<file path="src/core/synth_cfg_pkg.sv">
package synth_cfg_pkg;
  // Control codes in the three lowest bits of each serial word
  localparam logic [2:0] CTL_FRACTIONAL_VALUE = 3'h0;
  localparam logic [2:0] CTL_REFDIV = 3'h2;
  localparam logic [2:0] CTL_FUNC = 3'h3;
  localparam int CTL_HI = 2;

  // Reference divider word fields
  localparam int SLIP_BIT = 28;
  localparam int CP_HI = 27;
  localparam int CP_LO = 24;
  localparam int PRESC_BIT = 22;
  localparam int HALF_BIT = 21;
  localparam int DBL_BIT = 20;
  localparam int RCNT_HI = 19;
  localparam int RCNT_LO = 15;
  localparam int STEP_HI = 14;
  localparam int STEP_LO = 3;

  // Function word fields
  localparam int BLEED_HI = 24;
  localparam int BLEED_LO = 22;
  localparam int BLEED_EN_BIT = 21;
  localparam int LOCK_LOSS_BIT = 16;
  localparam int NSEL_BIT = 15;
  localparam int MODRST_BIT = 14;
  localparam int RAMP_HI = 11;
  localparam int RAMP_LO = 10;
  localparam int PSK_BIT = 9;
  localparam int FSK_BIT = 8;
  localparam int LOCK_PREC_BIT = 7;
  localparam int POL_BIT = 6;
  localparam int PD_BIT = 5;

  // Reset values: R counter code 1, function word with its fixed one bit
  localparam logic [31:0] REFDIV_RST = 32'h0000_8002;
  localparam logic [31:0] FUNC_RST = 32'h0002_0003;
  localparam logic [31:0] FRACTIONAL_VALUE_RST = 32'h0000_0000;

  // AHB byte addresses
  localparam logic [7:0] ADDR_WORD = 8'h00;
  localparam logic [7:0] ADDR_REFDIV = 8'h04;
  localparam logic [7:0] ADDR_FUNC = 8'h08;
  localparam logic [7:0] ADDR_FRACTIONAL_VALUE = 8'h0c;
  localparam logic [7:0] ADDR_STATUS = 8'h10;

  // Timing, in picoseconds, and derived cycle counts
  localparam int CLK_PERIOD_PS = 20000;
  localparam int LOCK_COARSE_PS = 14000;
  localparam int LOCK_FINE_PS = 6000;
  localparam int UNLOCK_PS = 22000;
  localparam int INT_PIPE_CYCLES = 4;
  localparam int LOCK_COUNT = 5;
  localparam logic [4:0] MEASURE_LAST = 5'h1f;

  // Longest time rounded down to whole cycles, never below one
  function automatic int cyc_floor(input int t_ps);
    int c;
    c = t_ps / CLK_PERIOD_PS;
    return (c < 1) ? 1 : c;
  endfunction

  localparam logic [3:0] LOCK_COARSE_CYC = 4'(cyc_floor(LOCK_COARSE_PS));
  localparam logic [3:0] LOCK_FINE_CYC = 4'(cyc_floor(LOCK_FINE_PS));
  localparam logic [3:0] UNLOCK_CYC = 4'(cyc_floor(UNLOCK_PS));
endpackage

</file>
<file path="src/core/serial_word_rx.sv">
// Serial receiver: pins synchronised, shift on clock rise, commit on latch rise
module serial_word_rx (
  input wire logic clk,
  input wire logic sys_rst,
  input wire logic ser_clk,
  input wire logic ser_data,
  input wire logic ser_latch,
  output logic word_valid,
  output logic [31:0] word
);
  logic [2:0] meta_ff;
  logic [2:0] sync_ff;
  logic [1:0] prev_ff;
  logic [31:0] shift_ff;
  logic valid_ff;
  logic [31:0] word_ff;
  wire clk_rise = sync_ff[0] & ~prev_ff[0];
  wire latch_rise = sync_ff[2] & ~prev_ff[1];

  // Two flops on every pin before use
  always_ff @(posedge clk) begin
    if (sys_rst) begin
      meta_ff <= 3'h0;
      sync_ff <= 3'h0;
      prev_ff <= 2'h0;
    end else begin
      meta_ff <= {ser_latch, ser_data, ser_clk};
      sync_ff <= meta_ff;
      prev_ff <= {sync_ff[2], sync_ff[0]};
    end
  end

  // Shift MSB first, present the word for one cycle on latch
  always_ff @(posedge clk) begin
    if (sys_rst) begin
      shift_ff <= 32'h0;
      valid_ff <= 1'b0;
      word_ff <= 32'h0;
    end else begin
      if (clk_rise) shift_ff <= {shift_ff[30:0], sync_ff[1]};
      valid_ff <= latch_rise;
      if (latch_rise) word_ff <= shift_ff;
    end
  end

  assign word_valid = valid_ff;
  assign word = word_ff;
endmodule

</file>
<file path="src/core/synth_ref_func_cfg.sv">
// Function
// - Word with control bits 010 updates only the reference divider register.
// - Word with control bits 011 updates only the function register.
// - Charge pump current code comes from bits 27..24.
// - Bit 21 inserts a divide-by-two toggle after the reference counter.
// - Doubler off: falling edge only; on: both reference edges active.
// - Reference divided by 5-bit counter, ratios 1 to 32.
// - Bits 14..3 set ramp time step length.
// - Bleed current code comes from function bits 24..22.
// - Bleed current enabled only while function bit 21 is one.
// - Lock-loss mode zero also reports a missing reference.
// - Bit 15 delays integer load to coincide with fraction load.
// - Bit 14 zero resets modulator on each frequency word write.
// - Ramp mode field bits 11..10 selects waveform.
// - Bit 9 enables phase shift keying.
// - Bit 8 enables frequency shift keying.
// - Lock detector measures OR of up and down, every 32nd pulse.
// - Lock after five short measured pulses; precision bit picks threshold.
// - Lock held until long pulse, frequency word write, power-down or, in lock-loss mode zero, a missing reference.
// - Function bit 6 is detector polarity, one is positive.
// - Bit 5 powers down; registers are retained.
// - Power-down loads counters, tristates pump, resets lock; serial stays live.
// - Control bits 000 update the frequency/fraction register.
module synth_ref_func_cfg #(
  parameter int REF_LOSS_CYC = 8192
) (
  input wire logic clk,
  input wire logic sys_rst,
  input wire logic ser_clk,
  input wire logic ser_data,
  input wire logic ser_latch,
  input wire logic reference_input,
  input wire logic pfd_up,
  input wire logic pfd_dn,
  input wire logic hsel,
  input wire logic [31:0] haddr,
  input wire logic [1:0] htrans,
  input wire logic hwrite,
  input wire logic [2:0] hsize,
  input wire logic [31:0] hwdata,
  input wire logic hready,
  output logic hreadyout,
  output logic hresp,
  output logic [31:0] hrdata,
  output logic pfd_ref_clk,
  output logic ramp_step_tick,
  output logic cycle_slip_reduce_en,
  output logic [3:0] cp_current_code,
  output logic prescaler_89,
  output logic [2:0] bleed_code,
  output logic bleed_en,
  output logic cp_tristate,
  output logic [1:0] ramp_mode,
  output logic psk_en,
  output logic fsk_en,
  output logic pd_polarity_pos,
  output logic power_down,
  output logic lock_detect,
  output logic mod_reset,
  output logic int_load,
  output logic fractional_value_load
);
  logic [31:0] refdiv_ff;
  logic [31:0] func_ff;
  logic [31:0] fractional_value_ff;
  logic ser_valid;
  logic [31:0] ser_word;

  serial_word_rx u_rx (
    .clk(clk),
    .sys_rst(sys_rst),
    .ser_clk(ser_clk),
    .ser_data(ser_data),
    .ser_latch(ser_latch),
    .word_valid(ser_valid),
    .word(ser_word)
  );

  // Status flops, declared early as the bus reads them back
  logic ref_lost_ff;
  logic pwr_dn_ff;
  logic lock_ff;

  // AHB slave: zero wait, writes to the word port go through a pending slot
  logic ap_wr_ff;
  logic pend_ff;
  logic [31:0] pend_word_ff;
  logic [31:0] rdata_ff;
  wire ap_take = hsel & htrans[1] & hready;
  wire [7:0] ap_addr = haddr[7:0];
  wire ap_word = ap_take & hwrite & (ap_addr == synth_cfg_pkg::ADDR_WORD);
  wire [31:0] status_w = {29'h0, ref_lost_ff, pwr_dn_ff, lock_ff};
  wire [31:0] rd_mux = (ap_addr == synth_cfg_pkg::ADDR_REFDIV) ? refdiv_ff :
                       (ap_addr == synth_cfg_pkg::ADDR_FUNC) ? func_ff :
                       (ap_addr == synth_cfg_pkg::ADDR_FRACTIONAL_VALUE) ? fractional_value_ff :
                       (ap_addr == synth_cfg_pkg::ADDR_STATUS) ? status_w : 32'h0;

  always_ff @(posedge clk) begin
    if (sys_rst) begin
      ap_wr_ff <= 1'b0;
      rdata_ff <= 32'h0;
    end else begin
      ap_wr_ff <= ap_word;
      if (ap_take && !hwrite) rdata_ff <= rd_mux;
    end
  end

  // Serial word wins a tie; the bus word waits one cycle in the slot
  wire bus_commit = pend_ff & ~ser_valid;
  wire commit = ser_valid | bus_commit;
  wire [31:0] cword = ser_valid ? ser_word : pend_word_ff;
  wire [2:0] ctl = cword[synth_cfg_pkg::CTL_HI:0];
  wire wr_refdiv = commit & (ctl == synth_cfg_pkg::CTL_REFDIV);
  wire wr_func = commit & (ctl == synth_cfg_pkg::CTL_FUNC);
  wire wr_fractional_value = commit & (ctl == synth_cfg_pkg::CTL_FRACTIONAL_VALUE);

  always_ff @(posedge clk) begin
    if (sys_rst) begin
      pend_ff <= 1'b0;
      pend_word_ff <= 32'h0;
    end else begin
      if (ap_wr_ff) pend_word_ff <= hwdata;
      pend_ff <= ap_wr_ff | (pend_ff & ser_valid);
    end
  end

  // Register commit by control bits; serial input stays live in power-down
  always_ff @(posedge clk) begin
    if (sys_rst) begin
      refdiv_ff <= synth_cfg_pkg::REFDIV_RST;
      func_ff <= synth_cfg_pkg::FUNC_RST;
      fractional_value_ff <= synth_cfg_pkg::FRACTIONAL_VALUE_RST;
    end else begin
      if (wr_refdiv) refdiv_ff <= cword;
      if (wr_func) func_ff <= cword;
      if (wr_fractional_value) fractional_value_ff <= cword;
    end
  end

  // Field decode
  wire pd_cfg = func_ff[synth_cfg_pkg::PD_BIT];
  wire dbl_en = refdiv_ff[synth_cfg_pkg::DBL_BIT];
  wire half_en = refdiv_ff[synth_cfg_pkg::HALF_BIT];
  wire [4:0] r_code = refdiv_ff[synth_cfg_pkg::RCNT_HI:synth_cfg_pkg::RCNT_LO];
  wire [11:0] step_div = refdiv_ff[synth_cfg_pkg::STEP_HI:synth_cfg_pkg::STEP_LO];
  wire lock_precision_sel = func_ff[synth_cfg_pkg::LOCK_PREC_BIT];
  wire lock_loss_mode = func_ff[synth_cfg_pkg::LOCK_LOSS_BIT];
  wire nsel = func_ff[synth_cfg_pkg::NSEL_BIT];
  wire modrst_off = func_ff[synth_cfg_pkg::MODRST_BIT];

  // Reference pin and detector pulses: two-flop synchronisers
  logic [2:0] in_meta_ff;
  logic [2:0] in_sync_ff;
  logic ref_d_ff;
  logic pulse_d_ff;
  wire pfd_pulse = in_sync_ff[1] | in_sync_ff[2];
  always_ff @(posedge clk) begin
    if (sys_rst) begin
      in_meta_ff <= 3'h0;
      in_sync_ff <= 3'h0;
      ref_d_ff <= 1'b0;
      pulse_d_ff <= 1'b0;
    end else begin
      in_meta_ff <= {pfd_dn, pfd_up, reference_input};
      in_sync_ff <= in_meta_ff;
      ref_d_ff <= in_sync_ff[0];
      pulse_d_ff <= pfd_pulse;
    end
  end

  // Falling edge only, or both edges when doubled
  wire ref_fall = ~in_sync_ff[0] & ref_d_ff;
  wire ref_rise = in_sync_ff[0] & ~ref_d_ff;
  wire ref_edge = ref_fall | (dbl_en & ref_rise);

  // Reference counter; code 0 divides by 32; held in load state in power-down
  logic [4:0] rcnt_ff;
  logic half_ff;
  logic pfd_ref_ff;
  wire r_wrap = ref_edge & (rcnt_ff == r_code - 5'h1);
  always_ff @(posedge clk) begin
    if (sys_rst || pwr_dn_ff) begin
      rcnt_ff <= 5'h0;
      half_ff <= 1'b0;
    end else if (ref_edge) begin
      rcnt_ff <= r_wrap ? 5'h0 : rcnt_ff + 5'h1;
      if (r_wrap) half_ff <= ~half_ff;
    end
  end

  // Detector reference: divider tick, or toggle output when halved
  wire pfd_tick = r_wrap & (~half_en | ~half_ff);
  always_ff @(posedge clk) begin
    if (sys_rst) pfd_ref_ff <= 1'b0;
    else pfd_ref_ff <= half_en ? half_ff : r_wrap;
  end

  // Ramp time step: one tick per step_div detector ticks
  logic [11:0] step_cnt_ff;
  logic step_tick_ff;
  wire step_wrap = pfd_tick & (step_cnt_ff + 12'h1 >= step_div);
  always_ff @(posedge clk) begin
    if (sys_rst || pwr_dn_ff) begin
      step_cnt_ff <= 12'h0;
      step_tick_ff <= 1'b0;
    end else begin
      if (pfd_tick) step_cnt_ff <= step_wrap ? 12'h0 : step_cnt_ff + 12'h1;
      step_tick_ff <= step_wrap;
    end
  end

  // Reference loss watchdog, restarted by every reference edge
  logic [15:0] idle_ff;
  always_ff @(posedge clk) begin
    if (sys_rst || ref_rise || ref_fall) begin
      idle_ff <= 16'h0;
      ref_lost_ff <= 1'b0;
    end else if (idle_ff >= 16'(REF_LOSS_CYC - 1)) begin
      ref_lost_ff <= 1'b1;
    end else begin
      idle_ff <= idle_ff + 16'h1;
    end
  end

  // Lock detector on the OR of up and down
  wire pulse_end = pulse_d_ff & ~pfd_pulse;
  logic [3:0] width_ff;
  logic [4:0] pcnt_ff;
  logic [2:0] good_ff;
  wire [3:0] lock_thr = lock_precision_sel ? synth_cfg_pkg::LOCK_FINE_CYC :
                        synth_cfg_pkg::LOCK_COARSE_CYC;
  wire measured = pulse_end & (pcnt_ff == synth_cfg_pkg::MEASURE_LAST);
  wire short_p = width_ff <= lock_thr;
  wire long_p = width_ff > synth_cfg_pkg::UNLOCK_CYC;
  wire lose_ref = ~lock_loss_mode & ref_lost_ff;
  wire lock_clr = wr_fractional_value | pwr_dn_ff | lose_ref | (measured & long_p);

  always_ff @(posedge clk) begin
    if (sys_rst) begin
      width_ff <= 4'h0;
      pcnt_ff <= 5'h0;
    end else begin
      if (pfd_pulse) width_ff <= (width_ff == 4'hf) ? width_ff : width_ff + 4'h1;
      else width_ff <= 4'h0;
      if (pwr_dn_ff) pcnt_ff <= 5'h0;
      else if (pulse_end) pcnt_ff <= pcnt_ff + 5'h1;
    end
  end

  // Five consecutive short measured pulses set lock
  always_ff @(posedge clk) begin
    if (sys_rst || lock_clr) begin
      good_ff <= 3'h0;
      lock_ff <= 1'b0;
    end else if (measured) begin
      if (!short_p) good_ff <= 3'h0;
      else if (good_ff < 3'(synth_cfg_pkg::LOCK_COUNT)) good_ff <= good_ff + 3'h1;
      if (short_p && good_ff == 3'(synth_cfg_pkg::LOCK_COUNT - 1)) lock_ff <= 1'b1;
    end
  end

  // Frequency word write: modulator reset and integer/fraction load timing
  logic [2:0] pipe_ff;
  logic pipe_run_ff;
  logic mod_rst_ff;
  logic int_ld_ff;
  logic fractional_value_ld_ff;
  wire pipe_done = pipe_run_ff & (pipe_ff == 3'(synth_cfg_pkg::INT_PIPE_CYCLES - 1));
  always_ff @(posedge clk) begin
    if (sys_rst) begin
      pipe_ff <= 3'h0;
      pipe_run_ff <= 1'b0;
      mod_rst_ff <= 1'b0;
      int_ld_ff <= 1'b0;
      fractional_value_ld_ff <= 1'b0;
    end else begin
      if (wr_fractional_value) pipe_ff <= 3'h0;
      else if (pipe_run_ff) pipe_ff <= pipe_ff + 3'h1;
      pipe_run_ff <= wr_fractional_value | (pipe_run_ff & ~pipe_done);
      mod_rst_ff <= wr_fractional_value & ~modrst_off;
      int_ld_ff <= nsel ? pipe_done : wr_fractional_value;
      fractional_value_ld_ff <= pipe_done;
    end
  end

  // Gated pump controls and power-down state
  logic bleed_ff;
  logic tri_ff;
  always_ff @(posedge clk) begin
    if (sys_rst) begin
      pwr_dn_ff <= 1'b0;
      bleed_ff <= 1'b0;
      tri_ff <= 1'b0;
    end else begin
      pwr_dn_ff <= pd_cfg;
      bleed_ff <= func_ff[synth_cfg_pkg::BLEED_EN_BIT] & ~pd_cfg;
      tri_ff <= pd_cfg;
    end
  end

  // Outputs; configuration fields other than bleed enable and power-down come straight from the word registers
  assign hreadyout = 1'b1;
  assign hresp = 1'b0;
  assign hrdata = rdata_ff;
  assign pfd_ref_clk = pfd_ref_ff;
  assign ramp_step_tick = step_tick_ff;
  assign cycle_slip_reduce_en = refdiv_ff[synth_cfg_pkg::SLIP_BIT];
  assign cp_current_code = refdiv_ff[synth_cfg_pkg::CP_HI:synth_cfg_pkg::CP_LO];
  assign prescaler_89 = refdiv_ff[synth_cfg_pkg::PRESC_BIT];
  assign bleed_code = func_ff[synth_cfg_pkg::BLEED_HI:synth_cfg_pkg::BLEED_LO];
  assign bleed_en = bleed_ff;
  assign cp_tristate = tri_ff;
  assign ramp_mode = func_ff[synth_cfg_pkg::RAMP_HI:synth_cfg_pkg::RAMP_LO];
  assign psk_en = func_ff[synth_cfg_pkg::PSK_BIT];
  assign fsk_en = func_ff[synth_cfg_pkg::FSK_BIT];
  assign pd_polarity_pos = func_ff[synth_cfg_pkg::POL_BIT];
  assign power_down = pwr_dn_ff;
  assign lock_detect = lock_ff;
  assign mod_reset = mod_rst_ff;
  assign int_load = int_ld_ff;
  assign fractional_value_load = fractional_value_ld_ff;
endmodule

</file>
<file path="config.mk">
export PLATFORM = sky130hd
export DESIGN_NAME = synth_ref_func_cfg
export DESIGN_NICKNAME = d
export VERILOG_FILES = /design/src/core/synth_cfg_pkg.sv /design/src/core/serial_word_rx.sv /design/src/core/synth_ref_func_cfg.sv
export SDC_FILE = /design/constraint.sdc
export NUM_CORES = 1
export LEC_CHECK = 0
export ABC_AREA = 1
export BUFFER_PORTS_ARGS = -buffer_cell sky130_fd_sc_hd__buf_2
export CELL_PAD_IN_SITES_DETAIL_PLACEMENT = 0
export CELL_PAD_IN_SITES_GLOBAL_PLACEMENT = 1
export CORE_UTILIZATION = 40
export CTS_BUF_LIST = sky130_fd_sc_hd__clkbuf_4 sky130_fd_sc_hd__clkbuf_8
export DETAILED_ROUTE_END_ITERATION = 6
export HOLD_SLACK_MARGIN = 0.1
export PLACE_DENSITY = 0.76
export SETUP_SLACK_MARGIN = 0.4
export SLEW_MARGIN = 25
export SYNTH_ARGS = -nofsm -noshare
export SYNTH_HDL_FRONTEND = slang
export SYNTH_SLANG_ARGS = --single-unit
</file>
<file path="constraint.sdc">
create_clock -name clk -period 2.45 [get_ports clk]
set_input_delay 0 -clock clk [delete_from_list [all_inputs] [get_ports clk]]
set_output_delay 0 -clock clk [all_outputs]
set_load 0.01 [all_outputs]
</file>
==> impl_metrics.env <==
export IMPL_min_from="haddr[7]"
export IMPL_synthTopCellsByArea="dfxtp_1 (48%), o21ai_0 (8.9%), nor2_1 (6.8%)"
export IMPL_power_density_nw_per_um2=697
export IMPL_yosys_top_cells_count="dfxtp_1 (302), nor2_1 (228), o21ai_0 (224)"
export IMPL_setup_ws_ns=0.191
export IMPL_worst_pin_slew_ns=0.916
export IMPL_path_class="reg -> reg"
export IMPL_reg2reg_depth=15
export IMPL_synthesis_instances=1648
export IMPL_ios=137
export IMPL_syn_num_nets=1753
export IMPL_setup_worst_path_end_class="flop"
export IMPL_max_slew_margin_pct=38.6
export IMPL_track_usage_pct=20.8
export IMPL_hold_viol_final=0
export IMPL_fin_skew_ns=0.0264
export IMPL_fp_coreArea_um2=30700
export IMPL_startpoint_type="flop"
export IMPL_clock_root_buffer="clkbuf_8"
export IMPL_synth_fa_ha_area_share_pct=2.49
export IMPL_dpl_worst_slack_ns=0.138
export IMPL_power_switching_w=0.00246
export IMPL_cts_tree="built"
export IMPL_rsz0062_at_grt="true"
export IMPL_async_flop_share_pct=0
export IMPL_clkPwrFrac_pct=47.5
export IMPL_ff2ff_setup_slack_ns=0.19
export IMPL_post_route_util_pct=49.7
export IMPL_post_route_min_period_ns=2.26
export IMPL_dp_hpwl_um=21700
export IMPL_hp_class="in -> reg"
export IMPL_synth_mux_area_share_pct=0
export IMPL_setup_tns_ns=0
export IMPL_first_pass_iters=7
export IMPL_yosysSeqAreaShare_pct=48.1
export IMPL_synth_compound_area_share_pct=19.4
export IMPL_path_clk_slew_ns=0.06
export IMPL_grt_overflow_total=0
export IMPL_cts_sinks=302
export IMPL_n_antenna_cell=0
export IMPL_dp_cells=2073
export IMPL_fmax_mhz=443
export IMPL_cp_data_required_time_ns=2.89
export IMPL_path_max_fanout=6
export IMPL_p_leak_nw=6.41
export IMPL_timing_final_crit_share_pct=92.2
export IMPL_synthSimpleGateAreaFrac_pct=18.5
export IMPL_combPwrFrac_pct=4.9
export IMPL_drt_wl_total_um=33900
export IMPL_vdd_drop_max_mv=0.412
export IMPL_synth_ff_type="dfxtp_1"
export IMPL_die_h_um=179
export IMPL_hold_end="hrdata[10]"
export IMPL_initial_core_util_pct=40.9
export IMPL_worst_ep_arrival_time_ns=2.70
export IMPL_ant_nets=0
export IMPL_clock_latency_ns=0.59
export IMPL_h_tree_depth=2
export IMPL_final_cells=2229
export IMPL_ys_warnings_count=0
export IMPL_syn2layout_area_growth_pct=21.5
export IMPL_syn_cell_area_um2=12600
export IMPL_via_per_inst=4.99
export IMPL_grt_max_degree=62
export IMPL_numCtsBuffers=53
export IMPL_antenna_found_initial=0
export IMPL_synth_most_common_cell="dfxtp_1"
export IMPL_netSwitchingFraction_pct=23.1
export IMPL_drive_gt1_share_pct=16.7
export IMPL_reg2reg_to="step_cnt_ff[5]"
export IMPL_yosys_area_share_xor_xnor_pct=0.976
export IMPL_r2r_start="step_cnt_ff[6]"
export IMPL_synth_seq_cells=302
export IMPL_die_x_um=179
export IMPL_finalSetupViolCount=0
export IMPL_vias=11100
export IMPL_drv_slew=0
export IMPL_clockBufferDepth=3
export IMPL_io_buffers=106
export IMPL_synth_top_family_by_area="compound AO/OA/AOI/OAI gates"
export IMPL_grt_pass1_vias=10200
export IMPL_synth_edff_count=0
export IMPL_rows=64
export IMPL_yosysTopAreaCellShare_pct=48.1
export IMPL_status="finished, violations left"
export IMPL_grt_pass1_wl_um=52800
export IMPL_syn_area_per_cell_um2=7.62
export IMPL_wl_per_cell_um=15.2
export IMPL_seqPwrFrac_pct=47.5
export IMPL_layout_nets=1896
export IMPL_holdPathStages=6
export IMPL_drc=13
export IMPL_dieArea_um2=32100
export IMPL_gp_congestion=0.825
export IMPL_synth_cell_types=45
export IMPL_synth_top_cell_by_area="dfxtp_1"
export IMPL_failed_checks="DRC"
export IMPL_internal_power_w=0.00818
export IMPL_max_cap_viol_count=0
export IMPL_first_iter_violations=761
-- worst max-delay path by stage --
stage	start	endpoint	slack, ns	cells after the start
finish	step_cnt_ff[6]	step_cnt_ff[5]	0.19	15
global route	step_cnt_ff[1]	step_cnt_ff[0]	-0.008	16
CTS	step_cnt_ff[0]	step_cnt_ff[0]	0.22	16
detailed placement	step_cnt_ff[0]	step_cnt_ff[0]	0.14	16
global placement	step_cnt_ff[0]	step_cnt_ff[0]	0.14	16
floorplan	step_cnt_ff[0]	step_cnt_ff[2]	0.33	16
-- metrics by stage --
step | hold slack [ns] | power, W | area (µm²)
5_1_grt | 0.157 | 0.0111 | 15300
3_5_place_dp | 0.207 | 0.00563 | 13300
3_3_place_gp | 0.200 | 0.00562 | 13300
6_report | 0.149 | 0.0106 | 15300
4_1_cts | 0.111 | 0.0108 | 15200
2_1_floorplan | 0.107 | 0.00545 | 12600
-- state kept, by name, indices dropped and copies added, names as in the netlist, 5 cells and up --
register	cells
fractional_value_ff	32
func_ff	32
hrdata	32
idle_ff	16
pcnt_ff	5
pend_word_ff	32
rcnt_ff	5
refdiv_ff	32
step_cnt_ff	12
u_rx.shift_ff	32
u_rx.word	32
-- layer usage --
layer	routed length, µm	global-route usage, %
met1	16500	29.0
met2	15100	32.5
met3	1500	3.20
met4	854	7.04
met5	0	0
-- worst max-delay path, cell delays in order, from the launching register on --
cell	delay, ns
dfxtp_1	0.39
nand2_1	0.10
nor2_1	0.10
nand3_1	0.11
xor2_1	0.16
inv_1	0.10
ha_4	0.28
nand2_1	0.05
inv_1	0.06
nand2_2	0.07
buf_4	0.15
nor3_4	0.20
nor2_4	0.07
clkbuf_16	0.16
nand3_1	0.07
a21oi_1	0.05
-- cells in the final DEF, fill, tap and decap left out, types with 4 or more instances in the layout --
cell / instances
a211oi_1: 24
a211oi_2: 5
a21oi_1: 139
a21oi_2: 4
a31oi_1: 20
buf_2: 106
buf_4: 29
clkbuf_4: 17
clkbuf_8: 72
clkinv_1: 4
clkinv_2: 5
dfxtp_1: 292
dfxtp_2: 6
dfxtp_4: 4
dlygate4sd3_1: 48
ha_1: 23
inv_1: 197
inv_2: 5
nand2_1: 152
nand2_2: 7
nand3_1: 96
nand3_2: 6
nand4_1: 11
nor2_1: 222
nor2_2: 9
nor3_1: 17
nor3b_1: 4
o21ai_0: 224
o21ai_1: 5
o22ai_1: 22
xor2_1: 11
-- repair_timing --
action                                 in CTS  in global routing
resized for setup                          28                 19
cloned                                      1                  2
setup buffers                               4                  4
endpoints found under the hold margin     102                  0
pin swaps                                   3                  6
hold buffers                               48                  0
setup endpoints to repair                  58                 54
-- layout make-up --
class | instances | area, µm²
tap | 396 | 495
clock buffer | 89 | 1120
fill | 3116 | 15500
sequential | 302 | 6070
multi-input combinational | 1035 | 5360
inverter | 210 | 810
clock inverter | 8 | 75.1
timing repair buffer | 189 | 1340
-- cell families after synthesis --
family,after synthesis
AO/OA/AOI/OAI,451
AND/OR/NAND/NOR,541
adder cells (fa/ha/maj),25
flip-flops,302
buffers and inverters,313
XOR/XNOR,14
other,2
-- power groups by stage --
| stage | clock [W] | sequential (W) | combinational, W |
|---|---|---|---|
| after floorplan | 0 | 0.00516 | 0.000293 |
| after global placement | 0 | 0.00516 | 0.000458 |
| after detailed placement | 0 | 0.00517 | 0.000464 |
| after CTS | 0.00517 | 0.00506 | 0.000523 |
| after global routing | 0.00541 | 0.00506 | 0.000589 |
| final | 0.00506 | 0.00506 | 0.000525 |
Power figures use the tool's default switching activity.
